**config.mk**
```make
export PLATFORM = sky130hd
export DESIGN_NAME = mmd_decoder
export DESIGN_NICKNAME = d
export VERILOG_FILES = /design/src/rtl/mmd_pkg.sv /design/src/rtl/mmd_decoder.sv
export VERILOG_INCLUDE_DIRS = /design/src /design/src/rtl
export SDC_FILE = /design/constraint.sdc
export NUM_CORES = 2
export LEC_CHECK = 0
export ABC_AREA = 1
export BUFFER_PORTS_ARGS = -buffer_cell sky130_fd_sc_hd__buf_2
export CAP_MARGIN = 20
export CORE_MARGIN = 4
export CORE_UTILIZATION = 40
export CTS_CLUSTER_SIZE = 8
export DETAILED_ROUTE_END_ITERATION = 12
export PLACE_DENSITY_LB_ADDON = 0.25
export RECOVER_POWER = 100
export SYNTH_ARGS = -nofsm -noshare
export SYNTH_HDL_FRONTEND = slang
export SYNTH_SLANG_ARGS = --single-unit
```
**constraint.sdc**
```tcl
create_clock -name mclk_in -period 87.1 [get_ports mclk_in]
set_input_delay 13.065 -clock mclk_in [delete_from_list [all_inputs] [get_ports mclk_in]]
set_output_delay 13.065 -clock mclk_in [all_outputs]
set_load 0.01 [all_outputs]
```
**src/rtl/mmd_cfg.svh**
```systemverilog
/*
 * Constants of the memory map and external bus decoder: map boundaries,
 * register-file addresses, expanded bank numbers and bus timing counts.
 * Assumes inclusion by the decoder only.
 */
`ifndef MMD_CFG_SVH
`define MMD_CFG_SVH

// ****************************************************************
// Program and data memory map
// ****************************************************************
`define MMD_VEC_END 16'h000C
`define MMD_ROM_TOP 16'h0FFF
`define MMD_DATA_BASE 16'h1000
`define MMD_PC_RESET 16'h000C
`define MMD_NOP 8'hFF

// ****************************************************************
// Register file
// ****************************************************************
`define MMD_RP_ADDR 8'hFD
`define MMD_P3M_ADDR 8'hF7
`define MMD_P3M_DM_LO 3
`define MMD_P3M_DM_HI 4
`define MMD_PORT3_ADDR 8'h03
`define MMD_P34_BIT 4
`define MMD_BANK_STD 4'h0
`define MMD_BANK_SPI 4'hC
`define MMD_BANK_CTL 4'hF
`define MMD_SPI_COMPARE 4'h0
`define MMD_SPI_SHIFT 4'h1
`define MMD_SPI_CONTROL 4'h2
`define MMD_PORT_CONFIG 4'h0
`define MMD_STOP_RECOVERY 4'hB
`define MMD_WATCHDOG_MODE 4'hF
`define MMD_RSV_READ 8'h00

// ****************************************************************
// External bus timing
// ****************************************************************
`define MMD_DS_CYCLES 3'd4

`endif

```
**src/rtl/mmd_pkg.sv**
```systemverilog
/*
 * Types of the memory map and external bus decoder: request and answer
 * carriers, expanded registers, sequencer states and the state record.
 * Assumes mmd_cfg.svh for the numbers.
 */
package mmd_pkg;

    typedef enum logic [2:0] {K_FETCH, K_VECTOR, K_JUMP, K_LDC, K_LDE, K_REG} mmd_kind_type;

    typedef enum logic [2:0] {ST_IDLE, ST_ROM, ST_EXT_ADDR, ST_EXT_DATA, ST_EXT_END} mmd_state_type;

    typedef struct packed {
        logic valid;
        mmd_kind_type kind;
        logic write;
        logic working;
        logic [15:0] addr;
        logic [7:0] wdata;
    } mmd_req_type;

    typedef struct packed {
        logic valid;
        logic blocked;
        logic fault;
        logic [7:0] data;
    } mmd_rsp_type;

    typedef struct packed {
        logic [7:0] spi_compare;
        logic [7:0] spi_shift_data;
        logic [7:0] spi_control;
        logic [7:0] port_config;
        logic [7:0] stop_recovery;
        logic [7:0] watchdog_mode;
    } mmd_ext_regs_type;

    typedef struct packed {
        mmd_state_type state;
        mmd_req_type cur;
        logic [2:0] cnt;
        logic [15:0] program_counter;
        logic [255:0][7:0] regs;
        mmd_ext_regs_type ext;
        logic [1:0] strap_meta;
        logic [1:0] strap;
        logic [7:0] mux_meta;
        logic [7:0] mux_sync;
        logic ready;
        mmd_rsp_type rsp;
        logic [15:0] rom_addr;
        logic [7:0] high_address;
        logic [7:0] mux_out;
        logic mux_oe;
        logic address_strobe_n;
        logic data_strobe_n;
        logic read_write;
        logic data_space_n;
        logic port3_bit4;
    } mmd_regs_type;

endpackage

```
**src/rtl/mmd_decoder.sv**
```systemverilog
/*
 * Memory map and external bus decoder of the 8-bit core: program counter,
 * program memory decode, internal ROM port, expanded register banks and the
 * multiplexed external memory cycle.
 * Assumes one clock, an asynchronous internal ROM whose rom_data_in is valid
 * for rom_addr_out in the same cycle, and straps and bus pins from outside.
 */
`include "mmd_cfg.svh"
`timescale 1ns/1ps
`default_nettype none

module mmd_decoder
(
    input wire logic mclk_in,
    input wire logic rst_in,
    input wire mmd_pkg::mmd_req_type req_in,
    output logic ready_out,
    output mmd_pkg::mmd_rsp_type rsp_out,
    input wire logic has_ext_ports_in,
    input wire logic rom_protect_in,
    output logic [15:0] rom_addr_out,
    input wire logic [7:0] rom_data_in,
    output logic [7:0] high_address_out,
    input wire logic [7:0] muxed_addr_data_in,
    output logic [7:0] muxed_addr_data_out,
    output logic muxed_addr_data_oe_out,
    output logic address_strobe_n_out,
    output logic data_strobe_n_out,
    output logic read_write_out,
    output logic data_space_n_out,
    output logic port3_bit4_out,
    output logic [15:0] program_counter_out,
    output mmd_pkg::mmd_ext_regs_type ext_regs_out
);

    // ****************************************************************
    // Decode helpers
    // ****************************************************************
    function automatic logic in_rom(input logic [15:0] a);
        in_rom = (a <= `MMD_ROM_TOP);
    endfunction

    function automatic logic [7:0] eff_reg(input logic [7:0] a, input logic wk,
                                           input logic [7:0] rp);
        eff_reg = wk ? {rp[7:4], a[3:0]} : a;
    endfunction

    mmd_pkg::mmd_regs_type s;
    mmd_pkg::mmd_regs_type next_s;
    logic accept;
    logic [7:0] rp;

    assign accept = req_in.valid && s.ready;
    assign rp = s.regs[`MMD_RP_ADDR];

    // ****************************************************************
    // Next state
    // ****************************************************************
    always_comb
    begin
        logic [15:0] a;
        logic [7:0] e;
        logic [3:0] bank;
        logic remap;
        logic has_ext;
        logic protect;
        a = req_in.addr;
        e = eff_reg(req_in.addr[7:0], req_in.working, rp);
        bank = rp[3:0];
        remap = (e[7:4] == 4'h0) && (bank != `MMD_BANK_STD);
        has_ext = s.strap[1];
        protect = s.strap[0];
        next_s = s;
        next_s.strap_meta = {has_ext_ports_in, rom_protect_in};
        next_s.strap = s.strap_meta;
        next_s.mux_meta = muxed_addr_data_in;
        next_s.mux_sync = s.mux_meta;
        next_s.rsp.valid = 1'b0;
        next_s.rsp.blocked = 1'b0;
        next_s.rsp.fault = 1'b0;
        case (s.state)
            mmd_pkg::ST_IDLE:
            begin
                if (accept)
                begin
                    next_s.cur = req_in;
                    next_s.rsp.data = 8'h00;
                    case (req_in.kind)
                        mmd_pkg::K_JUMP:
                        begin
                            next_s.program_counter = req_in.addr;
                            next_s.rsp.valid = 1'b1;
                        end
                        mmd_pkg::K_FETCH, mmd_pkg::K_VECTOR:
                        begin
                            if (req_in.kind == mmd_pkg::K_FETCH)
                            begin
                                a = s.program_counter;
                                // Plain 16-bit increment wraps FFFF to 0000.
                                next_s.program_counter = s.program_counter + 16'h0001;
                            end
                            next_s.cur.addr = a;
                            next_s.cur.write = 1'b0;
                            if ((req_in.kind == mmd_pkg::K_FETCH) == (a < `MMD_VEC_END))
                            begin
                                // Vectors are table data, not code.
                                next_s.rsp.valid = 1'b1;
                                next_s.rsp.fault = 1'b1;
                                next_s.rsp.data = `MMD_NOP;
                            end
                            else if (in_rom(a))
                            begin
                                next_s.rom_addr = a;
                                next_s.state = mmd_pkg::ST_ROM;
                            end
                            else if (has_ext)
                            begin
                                next_s.data_space_n = 1'b1;
                                next_s.state = mmd_pkg::ST_EXT_ADDR;
                            end
                            else
                            begin
                                next_s.rsp.valid = 1'b1;
                                next_s.rsp.data = `MMD_NOP;
                            end
                        end
                        mmd_pkg::K_LDC, mmd_pkg::K_LDE:
                        begin
                            // Data loads below the data window land in program space.
                            if ((req_in.kind == mmd_pkg::K_LDE) ? (a < `MMD_DATA_BASE)
                                                                 : in_rom(a))
                            begin
                                next_s.rsp.valid = 1'b1;
                                if (protect)
                                begin
                                    next_s.rsp.blocked = 1'b1;
                                end
                                else if (req_in.write)
                                begin
                                    next_s.rsp.fault = 1'b1;
                                end
                                else
                                begin
                                    next_s.rsp.valid = 1'b0;
                                    next_s.rom_addr = a;
                                    next_s.state = mmd_pkg::ST_ROM;
                                end
                            end
                            else if (has_ext)
                            begin
                                // Space select follows the instruction kind.
                                next_s.data_space_n = (req_in.kind != mmd_pkg::K_LDE);
                                next_s.state = mmd_pkg::ST_EXT_ADDR;
                            end
                            else
                            begin
                                next_s.rsp.valid = 1'b1;
                                next_s.rsp.data = `MMD_NOP;
                            end
                        end
                        mmd_pkg::K_REG:
                        begin
                            // The program counter has no address here.
                            next_s.rsp.valid = 1'b1;
                            if (remap)
                            begin
                                // Only 00h to 0Fh follow the selected bank.
                                case ({bank, e[3:0]})
                                    {`MMD_BANK_SPI, `MMD_SPI_COMPARE}:
                                    begin
                                        next_s.rsp.data = s.ext.spi_compare;
                                        if (req_in.write)
                                            next_s.ext.spi_compare = req_in.wdata;
                                    end
                                    {`MMD_BANK_SPI, `MMD_SPI_SHIFT}:
                                    begin
                                        next_s.rsp.data = s.ext.spi_shift_data;
                                        if (req_in.write)
                                            next_s.ext.spi_shift_data = req_in.wdata;
                                    end
                                    {`MMD_BANK_SPI, `MMD_SPI_CONTROL}:
                                    begin
                                        next_s.rsp.data = s.ext.spi_control;
                                        if (req_in.write)
                                            next_s.ext.spi_control = req_in.wdata;
                                    end
                                    {`MMD_BANK_CTL, `MMD_PORT_CONFIG}:
                                    begin
                                        next_s.rsp.data = s.ext.port_config;
                                        if (req_in.write)
                                            next_s.ext.port_config = req_in.wdata;
                                    end
                                    {`MMD_BANK_CTL, `MMD_STOP_RECOVERY}:
                                    begin
                                        next_s.rsp.data = s.ext.stop_recovery;
                                        if (req_in.write)
                                            next_s.ext.stop_recovery = req_in.wdata;
                                    end
                                    {`MMD_BANK_CTL, `MMD_WATCHDOG_MODE}:
                                    begin
                                        next_s.rsp.data = s.ext.watchdog_mode;
                                        if (req_in.write)
                                            next_s.ext.watchdog_mode = req_in.wdata;
                                    end
                                    default:
                                    begin
                                        next_s.rsp.data = `MMD_RSV_READ;
                                    end
                                endcase
                            end
                            else
                            begin
                                // Ports sit at 00h to 03h of bank 0.
                                next_s.rsp.data = s.regs[e];
                                if (req_in.write)
                                    next_s.regs[e] = req_in.wdata;
                            end
                        end
                        default:
                        begin
                            next_s.rsp.valid = 1'b1;
                            next_s.rsp.fault = 1'b1;
                        end
                    endcase
                    if (next_s.state == mmd_pkg::ST_EXT_ADDR)
                    begin
                        // Address phase drives both bytes.
                        next_s.address_strobe_n = 1'b0;
                        next_s.high_address = next_s.cur.addr[15:8];
                        next_s.mux_out = next_s.cur.addr[7:0];
                        next_s.mux_oe = 1'b1;
                        next_s.read_write = !next_s.cur.write;
                    end
                end
            end
            mmd_pkg::ST_ROM:
            begin
                next_s.rsp.valid = 1'b1;
                next_s.rsp.data = rom_data_in;
                next_s.state = mmd_pkg::ST_IDLE;
            end
            mmd_pkg::ST_EXT_ADDR:
            begin
                // Rising address strobe latches the low byte outside.
                next_s.address_strobe_n = 1'b1;
                next_s.data_strobe_n = 1'b0;
                next_s.mux_out = s.cur.wdata;
                next_s.mux_oe = s.cur.write;
                next_s.cnt = 3'd1;
                next_s.state = mmd_pkg::ST_EXT_DATA;
            end
            mmd_pkg::ST_EXT_DATA:
            begin
                // The strobe stays low long enough to cover the pin synchroniser.
                next_s.cnt = s.cnt + 3'd1;
                if (s.cnt == `MMD_DS_CYCLES)
                begin
                    next_s.data_strobe_n = 1'b1;
                    next_s.rsp.valid = 1'b1;
                    next_s.rsp.data = s.cur.write ? 8'h00 : s.mux_sync;
                    next_s.state = mmd_pkg::ST_EXT_END;
                end
            end
            mmd_pkg::ST_EXT_END:
            begin
                next_s.mux_oe = 1'b0;
                next_s.read_write = 1'b1;
                next_s.data_space_n = 1'b1;
                next_s.state = mmd_pkg::ST_IDLE;
            end
            default:
            begin
                next_s.state = mmd_pkg::ST_IDLE;
            end
        endcase
        next_s.ready = (next_s.state == mmd_pkg::ST_IDLE);
        // Pin shows space select only once port-3 mode bits route it.
        next_s.port3_bit4 =
            (next_s.regs[`MMD_P3M_ADDR][`MMD_P3M_DM_HI:`MMD_P3M_DM_LO] == 2'b11)
            ? next_s.data_space_n : next_s.regs[`MMD_PORT3_ADDR][`MMD_P34_BIT];
    end

    // ****************************************************************
    // State register
    // ****************************************************************
    always_ff @(posedge mclk_in or posedge rst_in)
    begin
        if (rst_in)
        begin
            s <= '0;
            s.state <= mmd_pkg::ST_IDLE;
            s.program_counter <= `MMD_PC_RESET;
            s.address_strobe_n <= 1'b1;
            s.data_strobe_n <= 1'b1;
            s.read_write <= 1'b1;
            s.data_space_n <= 1'b1;
        end
        else
        begin
            s <= next_s;
        end
    end

    assign ready_out = s.ready;
    assign rsp_out = s.rsp;
    assign rom_addr_out = s.rom_addr;
    assign high_address_out = s.high_address;
    assign muxed_addr_data_out = s.mux_out;
    assign muxed_addr_data_oe_out = s.mux_oe;
    assign address_strobe_n_out = s.address_strobe_n;
    assign data_strobe_n_out = s.data_strobe_n;
    assign read_write_out = s.read_write;
    assign data_space_n_out = s.data_space_n;
    assign port3_bit4_out = s.port3_bit4;
    assign program_counter_out = s.program_counter;
    assign ext_regs_out = s.ext;
endmodule

`default_nettype wire

```
# Word level (Yosys, flattened, before mapping)
# Cells that the tools add are included.
# totals
register_bits	2218
wordCells	461
# op_classes
add_sub_neg	2
magnitude_cmp	6
n_eq_ne	29
mux	97
n_bitwise	1
reduce_logical	35
# op_table
cell	count
$mux 2029	3
$mux 1981	2
$bwmux 2048	1
$mux 16	11
$mux 8	22
$bmux 8 s8	1
$demux 8 s8	1
$pmux 16 s2	2
$eq 8x8->1 const B	6
$mux 48	1
$pmux 8 s3	2
$pmux 8 s6	1
$mux 45	1
$reduce_and 6->1	6
$mux 33	1
$le 16x12->1 const B	2
$mux 3	9
$mux 1	23
$mux 18	1
$ne 2x2->1 const B	9
$add 16x1->16 const B	1
$lt 16x13->1 const B	1
$lt 16x4->1 const B	1
$pmux 8 s2	1
29 further kinds	61

# Longest topological paths before layout
# depth
word_depth	16
mapped_depth	20

# Worst setup path before layout
# OpenSTA, ideal clock, no wires.
# synth_timing
kind	input to register
from	input port req_in[27] (netlist name)
to	register s, in the netlist muxed_addr_data_out[0]
arrival_ns	15.042
required_ns	86.978
setup_slack_ns	71.936
path_stages	18
cell_sequence	buf_2 nor2_2 nand2_2 buf_6 nand2_1 nand2_1 nor2_1 nand2_1 nor2_1 nand3_1 nand3_1 nand3_1 nand2_1 nand3_2 nand2_2 inv_1 nor2_1 a21oi_1
# synth_between
elab_chain_cells	14
word_cells_on_any_way	27
# synth_lines
item	line_no	source
start, declared	mmd_decoder.sv:16	input wire mmd_pkg::mmd_req_type req_in,
$logic_not 3->1	mmd_decoder.sv:88, mmd_decoder.sv:96, mmd_decoder.sv:104	
$mux 16	mmd_decoder.sv:96	if (req_in.kind == mmd_pkg::K_FETCH)
$mux 16	mmd_decoder.sv:88	case (req_in.kind)
$mux 16	mmd_decoder.sv:84	if (accept)
$mux 16	mmd_decoder.sv:81	case (s.state)
$le 16x12->1 (no line) / $lt 16x4->1 (equally long branches)	n/a	
$mux 3 / $eq 1x1->1 (equally long branches)	mmd_decoder.sv:111, mmd_decoder.sv:104	
$mux 3	mmd_decoder.sv:104	if ((req_in.kind == mmd_pkg::K_FETCH) == (a < `MMD_VEC_END))
$pmux 3 s2	mmd_decoder.sv:88	
$mux 3	mmd_decoder.sv:84	
$mux 3	mmd_decoder.sv:81	
$eq 3x2->1	mmd_decoder.sv:225	if (next_s.state == mmd_pkg::ST_EXT_ADDR)
$ne 2x2->1 (no line)	n/a	
$reduce_and 3->1 (no line)	n/a	
end signal, assigned	mmd_decoder.sv:300	s <= next_s;
end, declared	mmd_decoder.sv:48	mmd_pkg::mmd_regs_type s;
# Parallel ways exist; a longest one is shown, timed or not. The select of a mux whose other input is x is not followed.
# A chain may end at the register's enable or synchronous reset.

==> impl_metrics.json <==
{
  "rsz0062_at_grt": "no",
  "vias": 80081,
  "worstMarginPinSlew_ns": 9.46,
  "final_nets": 10871,
  "path_class": "input port to asynchronous set/reset pin",
  "numPortBuffers": 163,
  "period_minus_slack_ns": 32.46,
  "setup_viol": 0,
  "fp.coreArea_um2": 241000,
  "hp-start": "next_s[53]",
  "clock_sinks": 2197,
  "synth_top_area_cell": "dfrtp_1",
  "cts_tree": "built",
  "synth_top_area_share_pct": 56.3,
  "synth_edf_count": 0,
  "critPathMaxStageDelay_ns": 6.23,
  "min_period_over_period_pct": 37.3,
  "path_cells": "buf_2, clkinvlp_2, clkbuf_1, clkbuf_1, clkbuf_1",
  "syn-cell-area_um2": 97400,
  "fin_hold_ws_ns": 0.348,
  "fmax_ghz": 0.0308,
  "dp_hpwl_mm": 187,
  "grt_antenna_before_repair": 17,
  "dieArea_um2": 251000,
  "synthCells": 11124,
  "post-cts-setup-buffers": 0,
  "fin_total_pwr_mw": 2.33,
  "r2r-start": "s[2216]",
  "cts_resized": 0,
  "dieWidth_um": 501,
  "drt_iter0_drc": 9655,
  "grt_pass1_wl_mm": 487,
  "violations": "max-capacitance violations, max-slew violations",
  "power.density_nw_per_um2": 22.0,
  "hold_viol_final": 0,
  "critPathMaxFanout": 159,
  "ir_worst_vdd_mv": 0.0215,
  "track_usage_pct": 24.9,
  "wirelength_mm": 319,
  "holdBufCountCts": 0,
  "fillers": 23681,
  "worstSetupEndpointType": "asynchronous set/reset pin",
  "ys.flop_type": "dfrtp_1",
  "crit_buf_inv": 5,
  "hp-class": "flip-flop to flip-flop",
  "ys_warn_count": 0,
  "rr_endpoint": "s[996]",
  "critPathLaunchType": "input port",
  "crit_end": "s[1051]",
  "drv_cap": 34,
  "worstRegToRegCells": 13,
  "htree_levels": 5,
  "max_slew_margin_pct": -530,
  "gr-total-overflow": 0,
  "clock_skew_ns": 0.0531,
  "drtAntennaViolNets": 0,
  "synthToLayoutAreaGrowth_pct": 8.77,
  "fin_ws_ns": 54.64,
  "crit_start": "rst_in",
  "initial_utilization_pct": 40.3,
  "wire_per_inst_um": 22.7,
  "drive_gt1_share_pct": 4.98,
  "final.setup.tns_ns": 0,
  "grt_pass1_vias": 76689,
  "via_per_inst": 5.70,
  "avgSynthCellArea_um2": 8.76,
  "crit_path_frequent_cell": "clkbuf_1",
  "cellLeakagePower_nw": 48.4,
  "crit_family": "buffers and inverters",
  "async_flop_share_pct": 100,
  "netlist-cell-type-count": 53,
  "final_util_pct": 43.9,
  "synth.area.top_cells": "dfrtp_1 (56%), nand2_1 (16%), o21ai_0 (10%)",
  "grt_max_degree": 178,
  "regToRegSetupSlack_ns": 77.53,
  "ys_seq_area_share_pct": 56.5,
  "place_ws_ns": 68.69,
  "multiInputGateArea_um2": 36200,
  "fp-row-count": 180,
  "cts_root_buffer": "clkbuf_16",
  "worst_path_max_delay_cell": "clkbuf_1",
  "cts_buffers": 325,
  "die_h_um": 501,
  "cts_buffer_depth": 4,
  "clock_latency_ns": 0.95,
  "place.gp.congestion": 0.877,
  "io_pins": 164,
  "slew_violations": 2508,
  "syn_nets": 11177,
  "path_depth": 5,
  "drt_pass1_iterations": 8,
  "clk_pin_slew_worst_paths_ns": 0.05,
  "cp.arrival_ns": 31.50,
  "status": "complete, but fails checks",
  "seq_area_um2": 55000,
  "ys_ff_latch": 2197,
  "drc_errors": 0,
  "required_ns": 86.14
}
flip-flops by register name, summed over array words and instances, names as in the netlist:
name,count
rp,8
address_strobe_n_out,1
data_space_n_out,1
ext_regs_out,48
high_address_out,8
muxed_addr_data_out,8
s,2065
data_strobe_n_out,1
next_s,10
port3_bit4_out,1
rsp_out,11
rom_addr_out,16
program_counter_out,16
muxed_addr_data_oe_out,1
ready_out,1
read_write_out,1
where the power goes:
part | internal, mW | leakage (nW) | switching [mW] | total (mW)
combinational | 0.0348 | 13.8 | 0.140 | 0.174
sequential | 1.04 | 30.5 | 0.0188 | 1.06
clock | 0.670 | 4.15 | 0.427 | 1.10
total | 1.75 | 48.4 | 0.586 | 2.33
cell usage after synthesis (2+ instances only):
| master | n |
|---|---|
| nand2_1 | 4130 |
| dfrtp_1 | 2191 |
| o21ai_0 | 2037 |
| a22oi_1 | 772 |
| clkbuf_1 | 596 |
| nor2_1 | 270 |
| o21ai_1 | 175 |
| nand4_1 | 153 |
| buf_4 | 121 |
| inv_1 | 110 |
| nand2_4 | 99 |
| buf_6 | 91 |
| nand3_1 | 72 |
| buf_2 | 67 |
| a21oi_1 | 46 |
| buf_1 | 41 |
| a221oi_1 | 17 |
| clkinv_1 | 16 |
| nor3_1 | 13 |
| nor2_8 | 11 |
| inv_2 | 10 |
| buf_8 | 9 |
| nor2_2 | 8 |
| dfstp_2 | 6 |
| a31oi_1 | 5 |
| nand2_2 | 5 |
| xor2_1 | 5 |
| mux2_2 | 4 |
| nor3_4 | 4 |
| nor4_1 | 4 |
| o211ai_1 | 4 |
| ha_1 | 3 |
| nor2_4 | 3 |
| a2bb2oi_1 | 2 |
| buf_12 | 2 |
| nand3b_1 | 2 |
| o21ai_2 | 2 |
| o22ai_1 | 2 |
| o31ai_1 | 2 |
layer usage:
metal / GRT usage (%) / vias up / share of wire, %
met2: 37.9 / 3604 / 44
met4: 9.82 / 10 / 3.9
met3: 5.19 / 620 / 8.7
met5: 0 / - / 0.020
li1: - / 36308 / -
met1: 35.0 / 39539 / 43
kinds of logic after synthesis:
group	synth area share, %
AO/OA/AOI/OAI	17.9
multiplexers	0.0462
XOR/XNOR	0.0540
AND/OR/NAND/NOR	20.0
adder cells (fa/ha/maj)	0.0385
flip-flops	56.5
buffers and inverters	5.49
worst reg2reg max path, cell delays in order (launching register included):
cell and delay (ns):
dfrtp_1 0.47, nor2_4 0.17, inv_2 0.07, nor2_4 0.12, inv_2 0.07, nor2_1 0.81, inv_1 0.40, nor3_1 1.71
nand2_4 -0.03, clkbuf_1 1.28, nor3_4 0.47, clkbuf_1 2.14, nand2_1 1.26, o21ai_0 0.52
through the flow:
| stage | area, µm² | std cells |
|---|---|---|
| 3_3_place_gp | 98700 | 13668 |
| 6_report | 106000 | 14040 |
| 4_1_cts | 107000 | 14027 |
| 2_1_floorplan | 97400 | 11124 |
| 5_1_grt | 106000 | 14034 |
| 3_5_place_dp | 98700 | 13670 |
cell usage in the layout (no fill, tap or decap), types with 51 or more instances in the layout:
| cell | count |
|---|---|
| a22oi_1 | 772 |
| buf_4 | 82 |
| clkbuf_1 | 173 |
| clkbuf_16 | 333 |
| dfrtp_1 | 2191 |
| inv_1 | 110 |
| nand2_1 | 4233 |
| nand3_1 | 73 |
| nand4_1 | 153 |
| nor2_1 | 265 |
| o21ai_0 | 2163 |
| o21ai_1 | 51 |
how the worst min path moves through the flow:
stage	end	cells past startpoint	slack [ns]
2_1_floorplan	s[50]	0	0.33
3_3_place_gp	s[57]	0	0.33
3_5_place_dp	s[54]	0	0.34
4_1_cts	s[53]	0	0.35
5_1_grt	s[53]	0	0.35
6_report	s[53]	0	0.35
final cells by class:
| cell class | count | area share, % |
|---|---|---|
| Timing Repair Buffer | 294 | 1.58 |
| Sequential cell | 2197 | 51.9 |
| Clock inverter | 3 | 0.0248 |
| Antenna cell | 7 | 0.0165 |
| Inverter | 136 | 0.557 |
| Clock buffer | 354 | 7.96 |
| Tap cell | 3185 | 3.76 |
| Multi-Input combinational cell | 7864 | 34.2 |
No activity file was read; power rests on OpenSTA's default activity.
